File: config.mk
export PLATFORM = sky130hd
export DESIGN_NAME = mgmt_port_control_regs
export DESIGN_NICKNAME = d
export VERILOG_FILES = /design/src/rtl/mgmt_port_pkg.sv /design/src/rtl/port_number_decode.sv /design/src/rtl/strap_capture.sv /design/src/rtl/mgmt_port_control_regs.sv
export SDC_FILE = /design/constraint.sdc
export NUM_CORES = 1
export LEC_CHECK = 0
export BUFFER_PORTS_ARGS = -buffer_cell sky130_fd_sc_hd__buf_2
export CORE_AREA = 2 2 95 106
export DETAILED_ROUTE_END_ITERATION = 10
export DIE_AREA = 0 0 97 108
export GPL_TIMING_DRIVEN = 1
export PLACE_DENSITY = 0.83
export SLEW_MARGIN = 15
export SYNTH_ARGS = -nofsm -noshare
export SYNTH_HDL_FRONTEND = slang
export SYNTH_SLANG_ARGS = --single-unit
File: constraint.sdc
create_clock -name SYS_CLK_IN -period 2.5 [get_ports SYS_CLK_IN]
set_input_delay 0.375 -clock SYS_CLK_IN [delete_from_list [all_inputs] [get_ports SYS_CLK_IN]]
set_output_delay 0.375 -clock SYS_CLK_IN [all_outputs]
set_load 0.005 [all_outputs]
File: src/rtl/mgmt_port_pkg.sv
// Constants, field layout and state encoding of the management port
// control register.
// Assumes a single core clock and a synchronous, active-low reset.
package mgmt_port_pkg;

  // ---------------------------------------------------------------------
  // Register placement
  // ---------------------------------------------------------------------
  localparam logic [11:0] MGMT_CTRL_OFFSET = 12'h354;
  localparam int MGMT_CTRL_MIN_ADDR_W = 12;

  // ---------------------------------------------------------------------
  // Field positions
  // ---------------------------------------------------------------------
  localparam int ACT_PORT_HI_BIT = 4;
  localparam int ACT_PORT_LO_MSB = 2;
  localparam int TIED_LOW_BIT = 3;
  localparam int NT_ENABLE_BIT = 5;
  localparam int RELOAD_SCOPE_BIT = 6;
  localparam int RED_PORT_HI_BIT = 12;
  localparam int RED_PORT_LO_MSB = 10;
  localparam int RED_PORT_LO_LSB = 8;
  localparam int RED_ENABLE_BIT = 13;

  // Bits that hold state; everything else reads as zero.
  localparam logic [31:0] MGMT_CTRL_WRITE_MASK = 32'h0000_3777;

  // ---------------------------------------------------------------------
  // Reset values
  // ---------------------------------------------------------------------
  localparam logic [3:0] RED_PORT_RESET = 4'h0;
  localparam logic RED_ENABLE_RESET = 1'b0;
  localparam logic RELOAD_SCOPE_RESET = 1'b0;
  localparam logic [1:0] VS_MODE_BASE = 2'h0;

  // ---------------------------------------------------------------------
  // Port number encoding
  // ---------------------------------------------------------------------
  localparam logic [3:0] FIELD_LOW_LAST = 4'h3;
  localparam logic [3:0] FIELD_LAST = 4'hb;
  localparam logic [4:0] FIELD_HIGH_FIRST = 5'h04;
  localparam logic [4:0] PORT_HIGH_BASE = 5'h10;

  // ---------------------------------------------------------------------
  // Control sequence
  // ---------------------------------------------------------------------
  typedef enum logic [1:0] {
    ST_IN_RESET = 2'b00,
    ST_CAPTURE = 2'b01,
    ST_RUN = 2'b11
  } ctrl_state_t;

  // Port field sits split around the tied-low bit: {bit 4, bits 2:0}.
  function automatic logic [3:0] act_field(input logic [31:0] r);
    act_field = {r[ACT_PORT_HI_BIT], r[ACT_PORT_LO_MSB:0]};
  endfunction : act_field

  function automatic logic [3:0] red_field(input logic [31:0] r);
    red_field = {r[RED_PORT_HI_BIT], r[RED_PORT_LO_MSB:RED_PORT_LO_LSB]};
  endfunction : red_field

endpackage : mgmt_port_pkg

File: src/rtl/port_number_decode.sv
// Decoder from a four-bit management port field to a switch port number.
// Purely combinational; the caller registers the result.
`timescale 1ns/1ps
module port_number_decode
  import mgmt_port_pkg::*;
(
  input wire logic [3:0] field_in,
  output logic [4:0] port_out,
  output logic valid_out
);

  // ---------------------------------------------------------------------
  // Decode
  // ---------------------------------------------------------------------
  always_comb begin
    if (field_in <= FIELD_LOW_LAST) begin
      port_out = {1'b0, field_in};
      valid_out = 1'b1;
    end else if (field_in <= FIELD_LAST) begin
      // Upper station ports start at 16 and run up to 23.  //
      port_out = 5'(PORT_HIGH_BASE + {1'b0, field_in} - FIELD_HIGH_FIRST);
      valid_out = 1'b1;
    end else begin
      // Reserved encodings name no port.  //
      port_out = 5'h00;
      valid_out = 1'b0;
    end
  end

endmodule : port_number_decode

File: src/rtl/strap_capture.sv
// Catches the strap levels on the first clock edge after reset release.
// Assumes straps are stable and synchronous to the core clock.
`timescale 1ns/1ps
module strap_capture (
  input wire logic clk_in,
  input wire logic rst_n_in,
  input wire logic [3:0] upstream_port_select_straps_in,
  input wire logic nontransparent_enable_strap_n_in,
  input wire logic [1:0] virtual_switch_mode_straps_in,
  output logic capture_out,
  output logic [3:0] upstream_out,
  output logic nt_strap_n_out,
  output logic [1:0] vs_mode_out
);

  typedef struct packed {
    logic was_reset;
    logic capture;
    logic [3:0] upstream;
    logic nt_n;
    logic [1:0] vs_mode;
  } strap_state_t;

  strap_state_t st;
  strap_state_t next_st;

  // ---------------------------------------------------------------------
  // Capture at release
  // ---------------------------------------------------------------------
  always_comb begin
    next_st = st;
    next_st.capture = 1'b0;
    if (!rst_n_in) begin
      next_st = '0;
      next_st.was_reset = 1'b1;
    end else if (st.was_reset) begin
      // Sampled only after release, so reset itself stays constant.
      next_st.was_reset = 1'b0;
      next_st.capture = 1'b1;
      next_st.upstream = upstream_port_select_straps_in;
      next_st.nt_n = nontransparent_enable_strap_n_in;
      next_st.vs_mode = virtual_switch_mode_straps_in;
    end
  end

  always_ff @(posedge clk_in) begin
    st <= next_st;
  end

  assign capture_out = st.capture;
  assign upstream_out = st.upstream;
  assign nt_strap_n_out = st.nt_n;
  assign vs_mode_out = st.vs_mode;

endmodule : strap_capture

File: src/rtl/mgmt_port_control_regs.sv
// Management port control register of the switch in virtual switch mode,
// with its in-band and loader access ports and the reload trigger.
// Assumes the ingress logic tags each in-band access with its port number
// and that loaders (serial EEPROM, I2C) present plain register writes.
`timescale 1ns/1ps
//
// Overview of operation
// At reset release, catch upstream select straps into active port field.
// Field bits 4,2 from straps 3:2 pick station; bits 1:0 pick port.
// Field 4h..Bh decode to ports 16..23; unlisted codes are reserved.
// Bit 3 is tied low; writers must keep it zero.
// Bit 5 enables non-transparent mode; loads inverted low-active strap.
// Hot reset or link down on management port starts EEPROM reload.
// Bit 6 clear (default) reloads only management port registers.
// Bit 6 set also reloads chip and station registers.
// Bits 12,10:8 hold redundant port, reset 0h, 0..3 and 16..23.
// Bit 13 enables redundant port, zero after reset.
// Reserved bits read zero; writes to them change nothing.
// Register at 354h reachable via active and redundant ports.
// Register exists only when virtual switch mode straps are non-zero.
// Writers should place only listed encodings in port fields.
module mgmt_port_control_regs
  import mgmt_port_pkg::*;
#(
  parameter int ADDR_W = 12
) (
  input wire logic SYS_CLK_IN,
  input wire logic RST_N_IN,
  input wire logic [3:0] UPSTREAM_PORT_SELECT_STRAPS_IN,
  input wire logic NONTRANSPARENT_ENABLE_STRAP_N_IN,
  input wire logic [1:0] VIRTUAL_SWITCH_MODE_STRAPS_IN,
  input wire logic CFG_REQ_IN,
  input wire logic CFG_WRITE_IN,
  input wire logic [4:0] CFG_PORT_IN,
  input wire logic [ADDR_W-1:0] CFG_ADDR_IN,
  input wire logic [3:0] CFG_BE_IN,
  input wire logic [31:0] CFG_WDATA_IN,
  output logic CFG_ACK_OUT,
  output logic CFG_ERR_OUT,
  output logic [31:0] CFG_RDATA_OUT,
  input wire logic LOAD_REQ_IN,
  input wire logic LOAD_WRITE_IN,
  input wire logic [ADDR_W-1:0] LOAD_ADDR_IN,
  input wire logic [3:0] LOAD_BE_IN,
  input wire logic [31:0] LOAD_WDATA_IN,
  output logic LOAD_ACK_OUT,
  output logic [31:0] LOAD_RDATA_OUT,
  input wire logic MGMT_HOT_RESET_IN,
  input wire logic MGMT_DL_DOWN_IN,
  output logic RELOAD_REQ_OUT,
  output logic RELOAD_CHIP_OUT,
  output logic RELOAD_STATION_OUT,
  output logic RELOAD_PORT_OUT,
  output logic [1:0] RELOAD_STATION_NUM_OUT,
  output logic [4:0] RELOAD_PORT_NUM_OUT,
  output logic VIRTUAL_SWITCH_MODE_OUT,
  output logic [4:0] ACTIVE_MGMT_PORT_OUT,
  output logic ACTIVE_MGMT_VALID_OUT,
  output logic NT_ENABLE_OUT,
  output logic [4:0] REDUNDANT_MGMT_PORT_OUT,
  output logic REDUNDANT_MGMT_VALID_OUT,
  output logic REDUNDANT_MGMT_ENABLE_OUT,
  output logic [31:0] MGMT_CTRL_OUT
);

  // ---------------------------------------------------------------------
  // Elaboration check
  // ---------------------------------------------------------------------
  if (ADDR_W < MGMT_CTRL_MIN_ADDR_W) begin : g_addr_check
    $error("ADDR_W too narrow for the register offset.");
  end

  // ---------------------------------------------------------------------
  // State
  // ---------------------------------------------------------------------
  typedef struct packed {
    ctrl_state_t fsm;
    logic [31:0] ctrl;
    logic vs_mode;
    logic [4:0] act_port;
    logic act_valid;
    logic [4:0] red_port;
    logic red_valid;
    logic cfg_ack;
    logic cfg_err;
    logic [31:0] cfg_rdata;
    logic load_ack;
    logic [31:0] load_rdata;
    logic link_prev;
    logic reload_req;
    logic reload_chip;
    logic reload_station;
    logic reload_port;
    logic [1:0] reload_station_num;
    logic [4:0] reload_port_num;
  } regs_state_t;

  regs_state_t st;
  regs_state_t next_st;

  logic strap_capture;
  logic [3:0] strap_upstream;
  logic strap_nt_n;
  logic [1:0] virtual_switch_mode_straps;
  logic [3:0] dec_field [2];
  logic [4:0] dec_port [2];
  logic dec_valid [2];

  // ---------------------------------------------------------------------
  // Strap capture and port decoders
  // ---------------------------------------------------------------------
  strap_capture u_strap_capture (
    .clk_in(SYS_CLK_IN),
    .rst_n_in(RST_N_IN),
    .upstream_port_select_straps_in(UPSTREAM_PORT_SELECT_STRAPS_IN),
    .nontransparent_enable_strap_n_in(NONTRANSPARENT_ENABLE_STRAP_N_IN),
    .virtual_switch_mode_straps_in(VIRTUAL_SWITCH_MODE_STRAPS_IN),
    .capture_out(strap_capture),
    .upstream_out(strap_upstream),
    .nt_strap_n_out(strap_nt_n),
    .vs_mode_out(virtual_switch_mode_straps)
  );

  assign dec_field[0] = act_field(st.ctrl);
  assign dec_field[1] = red_field(st.ctrl);

  for (genvar i = 0; i < 2; i++) begin : g_decode
    port_number_decode u_decode (
      .field_in(dec_field[i]),
      .port_out(dec_port[i]),
      .valid_out(dec_valid[i])
    );
  end

  // ---------------------------------------------------------------------
  // Helpers
  // ---------------------------------------------------------------------
  function automatic logic addr_hit(input logic [ADDR_W-1:0] a);
    addr_hit = ({a[ADDR_W-1:2], 2'b00} == ADDR_W'(MGMT_CTRL_OFFSET));
  endfunction : addr_hit

  // Byte-lane merge, then only the stored bits survive; bit 3 and the
  // reserved bits never take a written one.
  function automatic logic [31:0] merge_write(
    input logic [31:0] cur,
    input logic [31:0] wdata,
    input logic [3:0] be
  );
    logic [31:0] merged;
    merged = cur;
    for (int b = 0; b < 4; b++) begin
      if (be[b]) begin
        merged[8*b +: 8] = wdata[8*b +: 8];
      end
    end
    merge_write = merged & MGMT_CTRL_WRITE_MASK;
  endfunction : merge_write

  // ---------------------------------------------------------------------
  // Next state
  // ---------------------------------------------------------------------
  always_comb begin
    logic running;
    logic cfg_allowed;
    logic trig;
    running = 1'b0;
    cfg_allowed = 1'b0;
    trig = 1'b0;
    next_st = st;
    next_st.cfg_ack = 1'b0;
    next_st.cfg_err = 1'b0;
    next_st.cfg_rdata = 32'h0000_0000;
    next_st.load_ack = 1'b0;
    next_st.load_rdata = 32'h0000_0000;
    next_st.reload_req = 1'b0;
    // Decoded ports lag the register by one cycle; the extra state
    // before running lets them settle before access checks use them.
    next_st.act_port = dec_port[0];
    next_st.act_valid = dec_valid[0];
    next_st.red_port = dec_port[1];
    next_st.red_valid = dec_valid[1];
    running = (st.fsm == ST_RUN);
    trig = MGMT_HOT_RESET_IN | MGMT_DL_DOWN_IN;
    next_st.link_prev = trig;

    // The in-band request must come in through a management port.
    cfg_allowed = st.vs_mode &&
                  ((st.act_valid && CFG_PORT_IN == st.act_port) ||
                   (st.ctrl[RED_ENABLE_BIT] && st.red_valid &&
                    CFG_PORT_IN == st.red_port));

    case (st.fsm)
      ST_IN_RESET: begin
        if (strap_capture) begin
          next_st.fsm = ST_CAPTURE;
          next_st.vs_mode = (virtual_switch_mode_straps != VS_MODE_BASE);
          next_st.ctrl = 32'h0000_0000;
          next_st.ctrl[ACT_PORT_HI_BIT] = strap_upstream[3];
          next_st.ctrl[ACT_PORT_LO_MSB] = strap_upstream[2];
          next_st.ctrl[1:0] = strap_upstream[1:0];
          next_st.ctrl[TIED_LOW_BIT] = 1'b0;
          next_st.ctrl[NT_ENABLE_BIT] = ~strap_nt_n;
          next_st.ctrl[RELOAD_SCOPE_BIT] = RELOAD_SCOPE_RESET;
          next_st.ctrl[RED_PORT_HI_BIT] = RED_PORT_RESET[3];
          next_st.ctrl[RED_PORT_LO_MSB:RED_PORT_LO_LSB] =
            RED_PORT_RESET[2:0];
          next_st.ctrl[RED_ENABLE_BIT] = RED_ENABLE_RESET;
        end
      end
      ST_CAPTURE: begin
        next_st.fsm = ST_RUN;
      end
      ST_RUN: begin
        next_st.fsm = ST_RUN;
      end
      default: begin
        next_st.fsm = ST_IN_RESET;
      end
    endcase

    // In-band access; refused before running or from a foreign port.
    if (CFG_REQ_IN) begin
      next_st.cfg_ack = 1'b1;
      if (!running || !cfg_allowed) begin
        next_st.cfg_err = 1'b1;
      end else if (addr_hit(CFG_ADDR_IN)) begin
        if (CFG_WRITE_IN) begin
          next_st.ctrl = merge_write(next_st.ctrl, CFG_WDATA_IN, CFG_BE_IN);
        end else begin
          next_st.cfg_rdata = st.ctrl & MGMT_CTRL_WRITE_MASK;
        end
      end
    end

    // Loader access; applied after in-band so the loader wins a clash.
    if (LOAD_REQ_IN) begin
      next_st.load_ack = 1'b1;
      if (running && st.vs_mode && addr_hit(LOAD_ADDR_IN)) begin
        if (LOAD_WRITE_IN) begin
          next_st.ctrl = merge_write(next_st.ctrl, LOAD_WDATA_IN, LOAD_BE_IN);
        end else begin
          next_st.load_rdata = st.ctrl & MGMT_CTRL_WRITE_MASK;
        end
      end
    end

    // Reload on the rising edge of hot reset or link down.
    if (running && st.vs_mode && trig && !st.link_prev) begin
      next_st.reload_req = 1'b1;
      next_st.reload_port = 1'b1;
      next_st.reload_chip = st.ctrl[RELOAD_SCOPE_BIT];
      next_st.reload_station = st.ctrl[RELOAD_SCOPE_BIT];
      next_st.reload_station_num =
        {st.ctrl[ACT_PORT_HI_BIT], st.ctrl[ACT_PORT_LO_MSB]};
      next_st.reload_port_num = st.act_port;
    end

    if (!RST_N_IN) begin
      next_st = '0;
      next_st.fsm = ST_IN_RESET;
    end
  end

  always_ff @(posedge SYS_CLK_IN) begin
    st <= next_st;
  end

  // ---------------------------------------------------------------------
  // Outputs
  // ---------------------------------------------------------------------
  assign CFG_ACK_OUT = st.cfg_ack;
  assign CFG_ERR_OUT = st.cfg_err;
  assign CFG_RDATA_OUT = st.cfg_rdata;
  assign LOAD_ACK_OUT = st.load_ack;
  assign LOAD_RDATA_OUT = st.load_rdata;
  assign RELOAD_REQ_OUT = st.reload_req;
  assign RELOAD_CHIP_OUT = st.reload_chip;
  assign RELOAD_STATION_OUT = st.reload_station;
  assign RELOAD_PORT_OUT = st.reload_port;
  assign RELOAD_STATION_NUM_OUT = st.reload_station_num;
  assign RELOAD_PORT_NUM_OUT = st.reload_port_num;
  assign VIRTUAL_SWITCH_MODE_OUT = st.vs_mode;
  assign ACTIVE_MGMT_PORT_OUT = st.act_port;
  assign ACTIVE_MGMT_VALID_OUT = st.act_valid;
  assign NT_ENABLE_OUT = st.ctrl[NT_ENABLE_BIT];
  assign REDUNDANT_MGMT_PORT_OUT = st.red_port;
  assign REDUNDANT_MGMT_VALID_OUT = st.red_valid;
  assign REDUNDANT_MGMT_ENABLE_OUT = st.ctrl[RED_ENABLE_BIT];
  assign MGMT_CTRL_OUT = st.ctrl;

endmodule : mgmt_port_control_regs

After elaboration in Yosys (flattened, before gate mapping):

Index checks and enable logic that the tools add are counted.

* add/subtract/negate cells: 4
* order comparisons: 4
* equal/unequal tests: 7
* mux-type cells: 32
* bitwise operators: 9
* reduce and logical (&&, ||, !) cells: 24

Operators with widths (number)
* $mux 32: 7
* $mux 14: 5
* $mux 33: 2
* $mux 35: 1
* $mux 34: 1
* $eq 10x8->1 const B: 2
* $mux 4: 4
* $mux 7: 2
* $mux 6: 2
* $mux 11: 1
* $add 5x4->5 const A: 2
* $eq 5x5->1: 2
* $sub 5x3->5 const B: 2
* $le 4x2->1 const B: 2
* $le 4x4->1 const B: 2
* $logic_and 1x1->1: 8
* $mux 8: 1
* $not 1->1: 8
* $reduce_or 4->1: 2
* $reduce_or 3->1: 2
* $mux 1: 5
* $reduce_or 5->1: 1
* $pmux 2 s2: 1
* $reduce_and 2->1: 2
* other kinds (10): 13

* register bits after elaboration: 134
* input bits: 116
* output and inout bits: 125
* word-level logic and storage cells: 107

Longest topological paths before layout:

* depth after elaboration: 12
* depth in mapped cells: 7
* depth with buffers taken out: 6

Hierarchy:

From an unflattened synthesis, not the netlist that was laid out.

* cells, all modules: 464
* area total of the unflattened synthesis: 4345.4 µm²

By module, submodules not included
* mgmt_port_control_regs: instances 1, cells an instance 410, area an instance 3826.2 µm², seq. area each 1661.6 µm²
* strap_capture: instances 1, cells an instance 32, area an instance 344.1 µm², seq. area each 180.2 µm²
* port_number_decode: instances 2, cells an instance 11, area an instance 87.6 µm², seq. area each 0.0 µm²

Worst setup path before layout:

No wires, ideal clock.

* path type: input to register
* start: in CFG_PORT_IN[1]
* end: reg st (netlist bit MGMT_CTRL_OUT[1])
* setup time: 118 ps
* data arrival time: 1808 ps
* data required time: 2382 ps
* slack: 574 ps
* stages on the path: 6
* path buffers: 0
* path through: xor2_1 > nor4_2 > nand4b_4 > a211oi_4 > mux2i_1 > o21ai_2

* word-level cells in the longest chain between the ends: 12
* elaborated cells on any way between the ends: 14
* classes of those cells: eq/ne: 2; mux: 6; reduce/logical: 6

Ends and longest elaborated chain
* start, declared: line mgmt_port_control_regs.sv:34 `input wire logic [4:0] CFG_PORT_IN,`
* $eq 5x5->1, on equally long branches: line mgmt_port_control_regs.sv:188, mgmt_port_control_regs.sv:190
* $logic_and 1x1->1, on equally long branches: line mgmt_port_control_regs.sv:188, mgmt_port_control_regs.sv:189
* $logic_or 1x1->1 *: line mgmt_port_control_regs.sv:188 `((st.act_valid && CFG_PORT_IN == st.act_port) ||`
* $logic_and 1x1->1 *: line mgmt_port_control_regs.sv:187 `cfg_allowed = st.vs_mode &&`
* $logic_not 1->1 *: line mgmt_port_control_regs.sv:224 `if (!running || !cfg_allowed) begin`
* $logic_or 1x1->1 *: line mgmt_port_control_regs.sv:224
* $mux 32 *: line mgmt_port_control_regs.sv:224
* $mux 32 *: line mgmt_port_control_regs.sv:222 `if (CFG_REQ_IN) begin`
* $mux 7: line mgmt_port_control_regs.sv:152 `if (be[b]) begin`
* $mux 32: line mgmt_port_control_regs.sv:239 `if (LOAD_WRITE_IN) begin`
* $mux 32: line mgmt_port_control_regs.sv:238 `if (running && st.vs_mode && addr_hit(LOAD_ADDR_IN)) begin`
* $mux 32 *: line mgmt_port_control_regs.sv:236 `if (LOAD_REQ_IN) begin`
* end signal, assigned: line mgmt_port_control_regs.sv:265 `st <= next_st;`
* end, declared: line mgmt_port_control_regs.sv:98 `regs_state_t st;`

Every way passes the cells marked *; elsewhere a longest branch is shown, timed or not.
A chain may end at the register's enable or synchronous reset.

Worst setup path in the final report:

* start: reg st (netlist bit ACTIVE_MGMT_PORT_OUT[1])
* end: reg st (netlist bit MGMT_CTRL_OUT[10])

* word-level cells in the longest chain between the ends: 12

Ends and longest elaborated chain (line)
* $eq 5x5->1 *: mgmt_port_control_regs.sv:188
* $logic_and 1x1->1 *: mgmt_port_control_regs.sv:188
* $logic_or 1x1->1 *: mgmt_port_control_regs.sv:188
* $logic_and 1x1->1 *: mgmt_port_control_regs.sv:187
* $logic_not 1->1 *: mgmt_port_control_regs.sv:224
* $logic_or 1x1->1 *: mgmt_port_control_regs.sv:224
* $mux 32 *: mgmt_port_control_regs.sv:224
* $mux 32 *: mgmt_port_control_regs.sv:222
* $mux 6: mgmt_port_control_regs.sv:152
* $mux 32: mgmt_port_control_regs.sv:239
* $mux 32: mgmt_port_control_regs.sv:238
* $mux 32 *: mgmt_port_control_regs.sv:236

Marked as above.

==> flow_metrics.env <==
export IMPL_placed_cell_area_um2=4260
export IMPL_grt_pass1_wl_mm=12.9
export IMPL_hold_start="LOAD_WDATA_IN[4]"
export IMPL_viasPerCell=4.45
export IMPL_hold_depth=3
export IMPL_finClkSkew_ps=8.58
export IMPL_ys_types=38
export IMPL_critical_path_buf_inv_count=0
export IMPL_cts_buffers_inserted=9
export IMPL_layout_common_cells="buf_2, dfxtp_1, and2_1"
export IMPL_ff2ff_setup_slack_ps=380
export IMPL_stdcell_count=617
export IMPL_ant_nets=0
export IMPL_met3_usage_pct=4.98
export IMPL_globalplace_congestion=0.852
export IMPL_finalSetupViolations=0
export IMPL_layout_commonest_cell="buf_2"
export IMPL_end_kind="flop"
export IMPL_max_stage_delay_ps=600
export IMPL_outcome="complete, no violations"
export IMPL_avgSynthCellArea_um2=9.88
export IMPL_h_tree_depth=3
export IMPL_avgRoutedWirePerCell_um=13.9
export IMPL_postLayoutCoreUtil_pct=48.5
export IMPL_grt_use_met1_pct=18.6
export IMPL_drc=0
export IMPL_design_area_um2=4510
export IMPL_dieArea_um2=10500
export IMPL_cap_violations=0
export IMPL_p_per_area_nw_per_um2=645
export IMPL_placedCellCount=601
export IMPL_clockRootBuffer="clkbuf_8"
export IMPL_cts_tree="yes"
export IMPL_min_to="MGMT_CTRL_OUT[4]"
export IMPL_peakVddDrop_uv=273
export IMPL_syn_area_um2=4040
export IMPL_crit_required_ps=2750
export IMPL_insertion_delay_ps=360
export IMPL_start_kind="flop"
export IMPL_yosysTopAreaCell="dfxtp_1"
export IMPL_wl_mm=8.55
export IMPL_tns_ps=0
export IMPL_ios=241
export IMPL_post_cts_repair_setup_buffers=0
export IMPL_nNetsFinal=611
export IMPL_timing_rr_end="MGMT_CTRL_OUT[10]"
export IMPL_grt_pass1_vias=2629
export IMPL_final_hold_viol_count=0
export IMPL_hp_class="in -> reg"
export IMPL_overflow=0
export IMPL_grtUsageMet2_pct=27.2
export IMPL_fmax_mhz=472
export IMPL_place_port_buffers=148
export IMPL_grt_busiest_layer="met2"
export IMPL_initial_core_util_pct=43.4
export IMPL_die_x_um=97
export IMPL_cts_hold_fix_buffers=0
export IMPL_slew_violations=0
export IMPL_antenna_found_initial=0
export IMPL_area_growth_pct=11.7
export IMPL_power_switching_w=0.000651
export IMPL_rsz0062_at_grt="no"
export IMPL_synth_warnings=0
export IMPL_seq_area_um2=1840
export IMPL_nFillCells=864
export IMPL_rows=37
export IMPL_fin_crit_sh_pct=84.8
export IMPL_dr_first_iter_drc_count=68
export IMPL_holdWs_ps=214
export IMPL_p_int_w=0.00226
export IMPL_cts_resized_gates=0
export IMPL_diodes=0
export IMPL_drive_gt1_share_pct=37.4
export IMPL_dp_hpwl_mm=6.62
export IMPL_switching_share_pct=22.4
export IMPL_die_y_um=108
export IMPL_synth_top_area_share_pct=45.6
export IMPL_critPathTopFamily="simple AND/OR/NAND/NOR gates"
export IMPL_grt_max_degree=29
export IMPL_multi_input_area_um2=1460
export IMPL_critPathSlowestCell="a2111oi_4"
export IMPL_cp_arrival_ps=2370
export IMPL_firstDrtPassIters=4
export IMPL_worstMarginPinSlew_ps=913
export IMPL_coreArea_um2=9310
export IMPL_p_leak_nw=2.23
export IMPL_crit_chain="xor2_1 > nor4_2 > nand4b_4 > a2111oi_4 > nand3b_1 > nand3_1"
export IMPL_post_route_min_period_ps=2120
export IMPL_combPwrFrac_pct=5.7
export IMPL_clkPwrFrac_pct=42.6
export IMPL_ys_seq_area_share_pct=45.6
export IMPL_netlist_instances=409
export IMPL_crit_fanout=10
export IMPL_clockBufferDepth=2
export IMPL_netlist_top_cells_area="dfxtp_1, buf_4, and2_1"
export IMPL_track_usage_pct=15.9
export IMPL_pwr_share_seq_pct=51.7
export IMPL_num_vias=2748
export IMPL_r2r_cells=6
export IMPL_cts_sinks=92
export IMPL_slew_headroom_pct=39.0
export IMPL_rr_startpoint="ACTIVE_MGMT_PORT_OUT[1]"
export IMPL_clkSlewWorstSetupHoldPaths_ps=90
export IMPL_path_class="reg -> reg"
export IMPL_ys_seq_elements=92
metrics by stage:
step                      worst slack, ps  total power, W
after floorplan                       574         0.00167
after global placement                277         0.00170
after detailed placement              239         0.00171
after CTS                             364         0.00294
after global routing                  112         0.00302
final                                 380         0.00291
power by group through the flow:
stage	combinational (W)	clock (W)	sequential, W
final	0.000166	0.00124	0.00151
after global routing	0.000184	0.00133	0.00151
after CTS	0.000167	0.00127	0.00151
after detailed placement	0.000166	0	0.00154
after global placement	0.000160	0	0.00154
after floorplan	0.000137	0	0.00153
per-layer routing:
metal / vias to the layer above / part of all wire, %
met5: - / 0
met4: 0 / 1.9
met3: 14 / 7.6
met2: 133 / 50
met1: 1265 / 40
li1: 1336 / -
synthesized netlist by cell type:
master and number:
nand3_2 1, or3b_1 1, nand4b_1 2, nand4bb_1 1, and3_1 1, dfxtp_1 92
buf_1 3, a2111oi_2 1, nor3_1 3, a211oi_1 3, inv_1 4, nor4_2 2
xnor2_1 6, o21ai_2 1, nor4_1 2, xor2_1 6, nand3b_1 6, nor3b_1 2
o21ai_0 1, nand4b_4 1, inv_2 1, buf_4 114, nand4_4 1, nand2_1 21
nand3_1 12, mux2_2 4, a211oi_4 1, conb_1 1, a2111oi_4 1, o21ai_1 5
a21oi_1 3, and2_1 51, clkbuf_1 4, clkbuf_2 2, mux2i_1 21, nor2_1 25
nor4bb_1 1, a31oi_1 2
cell type report:
cell class	count	share of cell area, %
flip-flops and latches	92	40.8
well taps	117	3.24
repair buffers	155	17.6
multi-input cells	232	32.3
clock inverters	6	2.58
inverters	5	0.416
clock buffers	10	3.05
sequential cells by signal, indices dropped and copies added (netlist names), 2 cells and up:
register	cells
CFG_RDATA_OUT	11
REDUNDANT_MGMT_PORT_OUT	5
MGMT_CTRL_OUT	32
RELOAD_STATION_NUM_OUT	2
st	3
RELOAD_PORT_NUM_OUT	5
u_strap_capture.upstream_out	4
ACTIVE_MGMT_PORT_OUT	5
u_strap_capture.vs_mode_out	2
LOAD_RDATA_OUT	11
how the worst max path moves through the flow:
stage	startpoint	cells after the start	endpoint
after global routing	ACTIVE_MGMT_PORT_OUT[3]	6	MGMT_CTRL_OUT[14]
after CTS	ACTIVE_MGMT_PORT_OUT[4]	6	MGMT_CTRL_OUT[31]
after floorplan	CFG_PORT_IN[1]	6	MGMT_CTRL_OUT[1]
after detailed placement	CFG_PORT_IN[1]	7	MGMT_CTRL_OUT[8]
final	ACTIVE_MGMT_PORT_OUT[1]	6	MGMT_CTRL_OUT[10]
after global placement	CFG_PORT_IN[1]	7	MGMT_CTRL_OUT[16]
logic make-up (layout without fill, tap and decap cells):
kind of cell,after synthesis,in the layout,synth area share (%)
AND/OR/NAND/NOR,133,133,19.1
other,1,44,0.0928
XOR/XNOR,12,12,2.60
AO/OA/AOI/OAI,18,18,3.75
flip-flops,92,92,45.6
multiplexers,25,25,6.32
buffers and inverters,128,176,22.5
worst reg2reg max path: stages (launching register included):
cell and delay [ps]:
dfxtp_1 350, xor2_1 180, nor4_2 400, nand4b_4 220
a2111oi_4 600, nand3b_1 180, nand3_1 80
(Power assumes the default switching activity.)
